==> src/hdl/cvs_pkg.sv <==
// Constants for the core voltage code stepper.
// Assumes a single 10 MHz clock and an active-low asynchronous reset.
//
// Operation
// - The block drives an eight-bit core voltage code on its own output lines to the regulator.
// - A code bit of one is driven high and a code bit of zero is driven low.
// - The code changes by at most one step in each 1.25 microsecond interval.
// - The code walks through every intermediate value until it reaches the target.
// - The code never moves to a value that requests more voltage than the part maximum.
// - The target code follows the temperature and load request so as to save power.
// - Code lines five to three and two to zero are sampled as straps after reset release, then driven.
// - The block keeps running while the code steps to an adjacent value.
// - The default code is a per-part value fixed at manufacture.
// - Core frequency is the selected ratio times the 133 MHz base clock.
// - The maximum ratio loads from a manufacturing default before the run starts and a limit may lower it.
package cvs_pkg;
    localparam int          CVS_CODE_W      = 8;
    localparam int          CVS_RATIO_W     = 8;
    localparam int          CVS_STRAP_W     = 3;
    localparam int          CVS_CLK_KHZ     = 10000;
    localparam int          CVS_STEP_NS     = 1250;
    // Least interval rounds up to whole cycles
    localparam int          CVS_STEP_CYC    = (CVS_STEP_NS * CVS_CLK_KHZ + 999999) / 1000000;
    localparam int          CVS_BASE_MHZ    = 133;
    localparam int          CVS_SYNC_STAGES = 3;
    localparam logic [15:0] CVS_MHZ_RST     = 16'h0000;
    localparam logic [7:0]  CVS_CODE_OFF    = 8'h01;
    localparam logic [7:0]  CVS_CODE_RST    = 8'h00;
    localparam logic [2:0]  CVS_STRAP_RST   = 3'h0;
    localparam logic [7:0]  CVS_RATIO_RST   = 8'h00;
endpackage

==> src/hdl/cvs_stepper.sv <==
// Core voltage code stepper with strap capture and core ratio select.
// Assumes the code pins are two-way: sampled after reset release, driven afterwards.
`timescale 1ns/100ps
module cvs_stepper
    import cvs_pkg::*;
#(
    parameter logic [7:0] DEF_CODE   = 8'h20,  // Per-part default code
    parameter logic [7:0] MAX_CODE   = 8'h10,  // Highest voltage allowed (lowest code)
    parameter logic [7:0] MAX_RATIO  = 8'h18   // Manufacturing maximum ratio
) (
    input  wire logic                 mclk_in,          // 10 MHz clock
    input  wire logic                 rst_b_in,         // Async reset, active low
    input  wire logic [7:0]           code_pin_in,      // Code pin levels
    output logic      [7:0]           code_pin_out,     // Code pin drive
    output logic      [7:0]           code_pin_oe_out,  // Code pin enable
    input  wire logic [7:0]           target_code_in,   // Thermal/load target
    input  wire logic [7:0]           ratio_limit_in,   // Ratio limit value
    input  wire logic                 ratio_limit_wr_in,// Ratio limit write pulse
    input  wire logic [7:0]           ratio_req_in,     // Requested core ratio
    output logic      [2:0]           strap_group_upper_out, // Straps from lines 5:3
    output logic      [2:0]           strap_group_lower_out, // Straps from lines 2:0
    output logic      [7:0]           core_ratio_out,   // Selected ratio
    output logic      [15:0]          core_mhz_out,     // Ratio times base clock
    output logic                      stepping_out      // Code not at target
);

    ////////////////////////////////////////////////////////////////////////
    // Reset release and strap capture
    logic       run;
    logic [7:0] pin_s1, pin_s2, pin_s3;
    logic [7:0] core_voltage_code;
    logic [7:0] ratio_max;
    logic [7:0] core_ratio;
    logic [15:0] core_mhz;
    logic [1:0] fill;
    logic [$clog2(CVS_STEP_CYC+1)-1:0] step_cnt;

    // Three-stage pin sampler; stage one only feeds stage two
    always_ff @(posedge mclk_in or negedge rst_b_in) begin
        if (!rst_b_in) begin
            pin_s1 <= CVS_CODE_RST;
            pin_s2 <= CVS_CODE_RST;
            pin_s3 <= CVS_CODE_RST;
        end else begin
            pin_s1 <= code_pin_in;
            pin_s2 <= pin_s1;
            pin_s3 <= pin_s2;
        end
    end

    // Edges since release, until every sampler stage holds a real pin sample.
    // The stages all reset to the same value, so without this count the
    // reset contents would pass as agreeing straps at the first edge.
    always_ff @(posedge mclk_in or negedge rst_b_in) begin
        if (!rst_b_in) begin
            fill <= '0;
        end else if (fill != 2'(CVS_SYNC_STAGES)) begin
            fill <= 2'(fill + 2'h1);
        end
    end

    // Straps taken once the sampler is full and its last two stages agree
    wire strap_ok = (fill == 2'(CVS_SYNC_STAGES)) && (pin_s2 == pin_s3);

    always_ff @(posedge mclk_in or negedge rst_b_in) begin
        if (!rst_b_in) begin
            run                   <= 1'b0;
            strap_group_upper_out <= CVS_STRAP_RST;
            strap_group_lower_out <= CVS_STRAP_RST;
        end else if (!run && strap_ok) begin
            run                   <= 1'b1;
            strap_group_upper_out <= pin_s3[5:3];
            strap_group_lower_out <= pin_s3[2:0];
        end
    end

    ////////////////////////////////////////////////////////////////////////
    // Pin drive: released during reset and strap sampling
    assign code_pin_out    = core_voltage_code;
    assign code_pin_oe_out = {CVS_CODE_W{run}};

    ////////////////////////////////////////////////////////////////////////
    // Target clamp and stepping
    // Lower code is higher voltage; never ask above the part maximum
    wire [7:0] clamp_tgt  = (target_code_in < MAX_CODE) ? MAX_CODE : target_code_in;
    wire       step_due   = (step_cnt == '0);
    wire       go_up      = (core_voltage_code < clamp_tgt);
    wire       go_dn      = (core_voltage_code > clamp_tgt);
    wire [7:0] next_code  = go_up ? 8'(core_voltage_code + 8'h01)
                          : go_dn ? 8'(core_voltage_code - 8'h01) : core_voltage_code;

    // One step per interval, then wait the full interval
    always_ff @(posedge mclk_in or negedge rst_b_in) begin
        if (!rst_b_in) begin
            core_voltage_code <= DEF_CODE;
            step_cnt          <= '0;
        end else if (run) begin
            if (!step_due) begin
                step_cnt <= step_cnt - 1'b1;
            end else if (go_up || go_dn) begin
                core_voltage_code <= next_code;
                step_cnt <= ($bits(step_cnt))'(CVS_STEP_CYC - 1);
            end
        end
    end

    assign stepping_out = (core_voltage_code != clamp_tgt);

    ////////////////////////////////////////////////////////////////////////
    // Core ratio: manufacturing maximum, lowered by a limit write
    always_ff @(posedge mclk_in or negedge rst_b_in) begin
        if (!rst_b_in) begin
            ratio_max  <= CVS_RATIO_RST;
            core_ratio <= CVS_RATIO_RST;
        end else begin
            if (!run) begin
                ratio_max <= MAX_RATIO;
            end else if (ratio_limit_wr_in && ratio_limit_in < ratio_max) begin
                ratio_max <= ratio_limit_in;
            end
            core_ratio <= (ratio_req_in > ratio_max) ? ratio_max : ratio_req_in;
        end
    end

    // Frequency held in a register so the output never shows a partial product
    always_ff @(posedge mclk_in or negedge rst_b_in) begin
        if (!rst_b_in) begin
            core_mhz <= CVS_MHZ_RST;
        end else begin
            core_mhz <= 16'(core_ratio * CVS_BASE_MHZ);
        end
    end

    assign core_ratio_out = core_ratio;
    assign core_mhz_out   = core_mhz;

    ////////////////////////////////////////////////////////////////////////
    // Interval watch: edges seen since the code last moved, counted apart
    // from the step counter so that a broken reload still shows up
    logic [7:0]                        code_seen;
    logic [$clog2(CVS_STEP_CYC+1)-1:0] since_move;
    wire                               code_moved = (core_voltage_code != code_seen);

    // Saturates at one full interval; restarts at one after each move
    always_ff @(posedge mclk_in or negedge rst_b_in) begin
        if (!rst_b_in) begin
            code_seen  <= DEF_CODE;
            since_move <= ($bits(since_move))'(CVS_STEP_CYC);
        end else begin
            code_seen <= core_voltage_code;
            if (code_moved) begin
                since_move <= ($bits(since_move))'(1);
            end else if (since_move != ($bits(since_move))'(CVS_STEP_CYC)) begin
                since_move <= ($bits(since_move))'(since_move + 1'b1);
            end
        end
    end

    ////////////////////////////////////////////////////////////////////////
    // Checks
    AST_ONE_STEP: assert property (@(posedge mclk_in) disable iff (!rst_b_in)
        $changed(core_voltage_code) |->
            (core_voltage_code == $past(core_voltage_code) + 8'h01) ||
            (core_voltage_code == $past(core_voltage_code) - 8'h01))
        else $error("code moved more than one step");
    // A move is only legal once a whole interval has passed since the last one
    AST_STEP_GAP: assert property (@(posedge mclk_in) disable iff (!rst_b_in)
        code_moved |-> since_move >= CVS_STEP_CYC)
        else $error("code changed within one interval");
    AST_MAX_V: assert property (@(posedge mclk_in) disable iff (!rst_b_in)
        run && $changed(core_voltage_code) |-> core_voltage_code >= MAX_CODE)
        else $error("code stepped above the voltage maximum");
    AST_TOWARD: assert property (@(posedge mclk_in) disable iff (!rst_b_in)
        run && stepping_out && step_due |=> $changed(core_voltage_code))
        else $error("code did not step toward target");
    AST_DRIVE: assert property (@(posedge mclk_in) disable iff (!rst_b_in)
        run |-> code_pin_oe_out == 8'hFF && code_pin_out == core_voltage_code)
        else $error("code pins not driven");
    AST_STRAP: assert property (@(posedge mclk_in) disable iff (!rst_b_in)
        !run && strap_ok |=> strap_group_upper_out == $past(pin_s3[5:3]) &&
                             strap_group_lower_out == $past(pin_s3[2:0]))
        else $error("straps not captured");
    AST_RATIO: assert property (@(posedge mclk_in) disable iff (!rst_b_in)
        run |-> core_ratio_out <= ratio_max && ratio_max <= MAX_RATIO)
        else $error("ratio above its limit");
    // Frequency register follows the ratio one edge later
    AST_FREQ: assert property (@(posedge mclk_in) disable iff (!rst_b_in)
        core_mhz_out == 16'($past(core_ratio_out) * CVS_BASE_MHZ))
        else $error("frequency not ratio times base");

    // Default code stands until the straps are in
    AST_HOLD_DEF: assert property (@(posedge mclk_in) disable iff (!rst_b_in)
        !run |-> core_voltage_code == DEF_CODE)
        else $error("code left its default before start");

    // Lines stay released while they are read as straps
    AST_RELEASED: assert property (@(posedge mclk_in) disable iff (!rst_b_in)
        !run |-> code_pin_oe_out == 8'h00)
        else $error("code pins driven during strap sampling");

    // Straps keep their captured value for the rest of the run
    AST_STRAP_KEEP: assert property (@(posedge mclk_in) disable iff (!rst_b_in)
        run |=> $stable(strap_group_upper_out) && $stable(strap_group_lower_out))
        else $error("straps changed after capture");

    // Manufacturing maximum is loaded before the run starts
    AST_RATIO_LOAD: assert property (@(posedge mclk_in) disable iff (!rst_b_in)
        !run |=> ratio_max == MAX_RATIO)
        else $error("ratio maximum not loaded");

    // A limit write can only lower the ratio maximum
    AST_LIMIT_DOWN: assert property (@(posedge mclk_in) disable iff (!rst_b_in)
        run |=> ratio_max <= $past(ratio_max))
        else $error("ratio maximum rose");

    // No move once the code sits on its clamped target
    AST_SETTLED: assert property (@(posedge mclk_in) disable iff (!rst_b_in)
        run && !stepping_out |=> $stable(core_voltage_code))
        else $error("code moved while on target");

    // A settled code never asks for more than the part maximum voltage
    AST_CLAMP: assert property (@(posedge mclk_in) disable iff (!rst_b_in)
        run && !stepping_out |-> core_voltage_code >= MAX_CODE)
        else $error("settled code above the voltage maximum");

endmodule

==> config.mk <==
export PLATFORM = sky130hd
export DESIGN_NAME = cvs_stepper
export DESIGN_NICKNAME = d
export VERILOG_FILES = /design/src/hdl/cvs_pkg.sv /design/src/hdl/cvs_stepper.sv
export SDC_FILE = /design/constraint.sdc
export NUM_CORES = 1
export LEC_CHECK = 0
export CORE_AREA = 3 3 82 84
export DETAILED_ROUTE_END_ITERATION = 16
export DIE_AREA = 0 0 85 87
export DONT_BUFFER_PORTS = 1
export GPL_TIMING_DRIVEN = 0
export PLACE_DENSITY = 0.8
export SYNTH_ARGS = -nofsm -noshare
export SYNTH_HDL_FRONTEND = slang
export SYNTH_SLANG_ARGS = --single-unit
==> constraint.sdc <==
create_clock -name mclk_in -period 8.5 [get_ports mclk_in]
set_clock_uncertainty 0.2 [all_clocks]
set_input_delay 0.425 -clock mclk_in [delete_from_list [all_inputs] [get_ports mclk_in]]
set_output_delay 0.425 -clock mclk_in [all_outputs]
set_load 0.005 [all_outputs]
==> results.cfg <==
[timing]
totalNegativeSetupSlack_ns = 0
achievable-frequency_mhz = 278
fin_ws_ns = 4.90
slew_viol_final = 0
min_period_ns = 3.60
min_period_over_period_pct = 42.3
max-slew-margin-rel_pct = 62.3
hold_viol_final = 0
worstMarginPinSlew_ns = 0.565
grt_setup_unrepaired = no
number_of_failing_setup_endpoints_in_the_final_timing_report = 0

[finish]
final_net_count = 455
area.growth.synth_to_final_pct = 10.5
fin_area_mm2 = 0.00449
antenna_cells = 0
share_of_final_layout_standard_cells_stronger_than_drive_strength_1_pct = 14.3

[route]
drc = 0
detailedRoute.firstPassIterationCount = 4
routed_wire_length_per_instance_um = 16.5
drtAntennaViolNets = 0
routed_via_density = 5.74
postRouteWirelength_um = 7220
dr_total_vias = 2512
first_iter_violations = 56

[yosys]
postSynth.topFlopCell = dfrtp_1
yosys.cell_types.count = 43
share_of_synthesized_registers_carrying_an_async_set_or_reset_pct = 100
synth-warning-count = 0
netlist_area_mm2 = 0.00406
netlist_top_cells_count = dfrtp_1 (76), ha_1 (60), xnor2_1 (21), nand2_1 (18), mux2_2 (17)
yosysTopAreaCellShare_pct = 46.8
netlist_instances = 336
synth_fp_nets = 433
ff_latch_count_synth = 77
post_synth.cell_area_avg_um2 = 12.1
seq_area_frac_synth_pct = 47.5
synth_most_common_cell = dfrtp_1
ys_top_cells_by_area = dfrtp_1 (47%), ha_1 (18%), mux2_2 (4.7%)
synth_top_cell_by_area = dfrtp_1
synth-edff-count = 0

[power]
ir_drop_mv = 0.131
reported_net_switching_power_mw = 0.249
share_clk_of_total_power_pct = 33.2
switching_share_pct = 28.8
total_power_mw = 0.865
seq_power_share_pct = 51.0
powerDensity_mw_per_mm2 = 193
combinational_fraction_of_design_power_pct = 15.7
cellInternalPower_mw = 0.616
leakage_nw = 2.26

[critical_path]
cp-end-kind = flop
worstSetupPathType = in2reg
critical_path_arrival_ns = 3.63
worst-r2r-setup-slack_ns = 5.21
cp_slowest_cell = or4_1
worst-path-buf-inv = 0
path_cells = or4_1 -> nand2_1 -> ha_1 -> o21ai_0 -> a21oi_1 -> o21bai_1 -> nand2_1 -> fa_1 -> a21o_1 -> a21oi_1 -> o21bai_1 -> a21oi_1 -> xnor2_1 -> mux2_2
startpoint_type = input port
crit_top_cell = a21oi_1
critical_path_peak_fanout = 7
crit_family = compound AO/OA/AOI/OAI gates
critPathRequiredTime_ns = 8.54
critical-path-max-stage-delay_ns = 0.63

[clock_tree]
clock-root-buffer = clkbuf_8
clk_pin_slew_ns = 0.09
clockBufferDepth = 2
cts_max_level = 3
insertion_delay_ns = 0.34
cts_tree = built
cts-hold-fix-buffers = 11
clock_sink_count = 77
cts_repair_resized_insts = 0
post-cts-setup-buffers = 0
numCtsBuffers = 9

[status]
status = completed

[global_routing]
grt_start_max_net_pins = 78
grt_pass1_wl_um = 12400
globalRouteOverflowTotal = 0
overall_fraction_of_global_route_tracks_in_use_pct = 21.2
initial_antenna_violation_count = 0
grt_pass1_vias = 2636

[placed_design]
dp_hpwl_um = 5300
detailedPlace.worstSlack_ns = 4.54
place.gp.congestion = 0.836
dpl-instance-area_mm2 = 0.00415
port_buffers = 0

[flow_run]
max-cap-violations = 0

[die]
starting_density_of_the_core_pct = 67.8
placementRows = 28
fp.coreArea_mm2 = 0.00599
die_width_um = 85
io_pins = 82
design.die.area_mm2 = 0.00740
die_height_um = 87

[min_path]
timing.hold.worst.class = in2reg
-- through the flow --
stage	std cells	hold WS, ns	util [%]
after floorplan	336	-0.0706	-
after global placement	411	-0.0691	69.3
after detailed placement	411	-0.0691	69.3
after CTS	438	0.000925	74.9
after global routing	438	0.00666	74.9
final	438	0.0173	74.9
-- power groups by stage --
stage,logic (mW),registers (mW),clock network (mW)
3_3_place_gp,0.119,0.447,0
6_report,0.136,0.441,0.287
4_1_cts,0.138,0.442,0.294
3_5_place_dp,0.124,0.449,0
2_1_floorplan,0.104,0.439,0
5_1_grt,0.157,0.448,0.311
-- cells in the final DEF (no fill, tap or decap), drive strengths merged, types with 2 or more instances in the layout --
cell,count
o21ai,15
fa,2
nor2b,10
o21bai,3
clkbuf,10
buf,11
nand4,6
o21a,4
dfrtp,76
inv,19
nand2,18
ha,60
mux2,17
a21oi,12
nor2,12
o31ai,2
mux2i,8
nor3,4
clkinv,2
dlygate4sd3,10
nand2b,7
xor2,3
xnor2,21
a31o,2
or4,4
a211oi,3
a21o,9
-- routing by layer --
layer	share of wire (%)	vias to the layer above	track usage, %
li1	-	1236	-
met3	4.8	10	5.58
met1	45	1210	27.8
met4	1.5	0	8.06
met2	49	56	33.8
met5	0	-	0
-- area by class of cell --
class | instances | area (um^2)
clock buffers | 9 | 124
well taps | 75 | 93.8
plain buffers | 11 | 80.1
clock inverters | 7 | 81.3
multi-input cells | 233 | 2000
fillers | 423 | 1500
inverters | 15 | 56.3
flip-flops and latches | 77 | 1930
repair buffers | 11 | 128
-- final timing paths --
kind,from,to,depth (start not counted)
max,target_code_in[6],code_pin_out[6],14
min,ratio_limit_in[3],ratio_max[3],2
max reg2reg,code_pin_out[2],code_pin_out[6],12
min reg2reg,pin_s1[0],pin_s2[0],0
max in group asynchronous,rst_b_in,code_pin_out[5],2
min in group asynchronous,rst_b_in,core_mhz_out[4],2
-- cells by family after synthesis --
group | count (synthesis) | synth area share (%)
XOR/XNOR | 24 | 5.18
flip-flops | 77 | 47.5
AND/OR/NAND/NOR | 65 | 8.51
adder cells (fa/ha/maj) | 62 | 19.5
multiplexers | 25 | 6.69
AO/OA/AOI/OAI | 57 | 9.31
buffers and inverters | 26 | 3.36
-- sequential cells by signal, indices dropped and copies added (netlist names) --
| name | flops |
|---|---|
| ratio_max | 8 |
| core_mhz_out | 16 |
| core_ratio_out | 8 |
| strap_group_lower_out | 3 |
| pin_s3 | 8 |
| code_pin_out | 8 |
| pin_s2 | 8 |
| run | 1 |
| pin_s1 | 8 |
| strap_group_upper_out | 3 |
| fill | 2 |
| step_cnt | 4 |
Power figures use the tool's default switching activity.
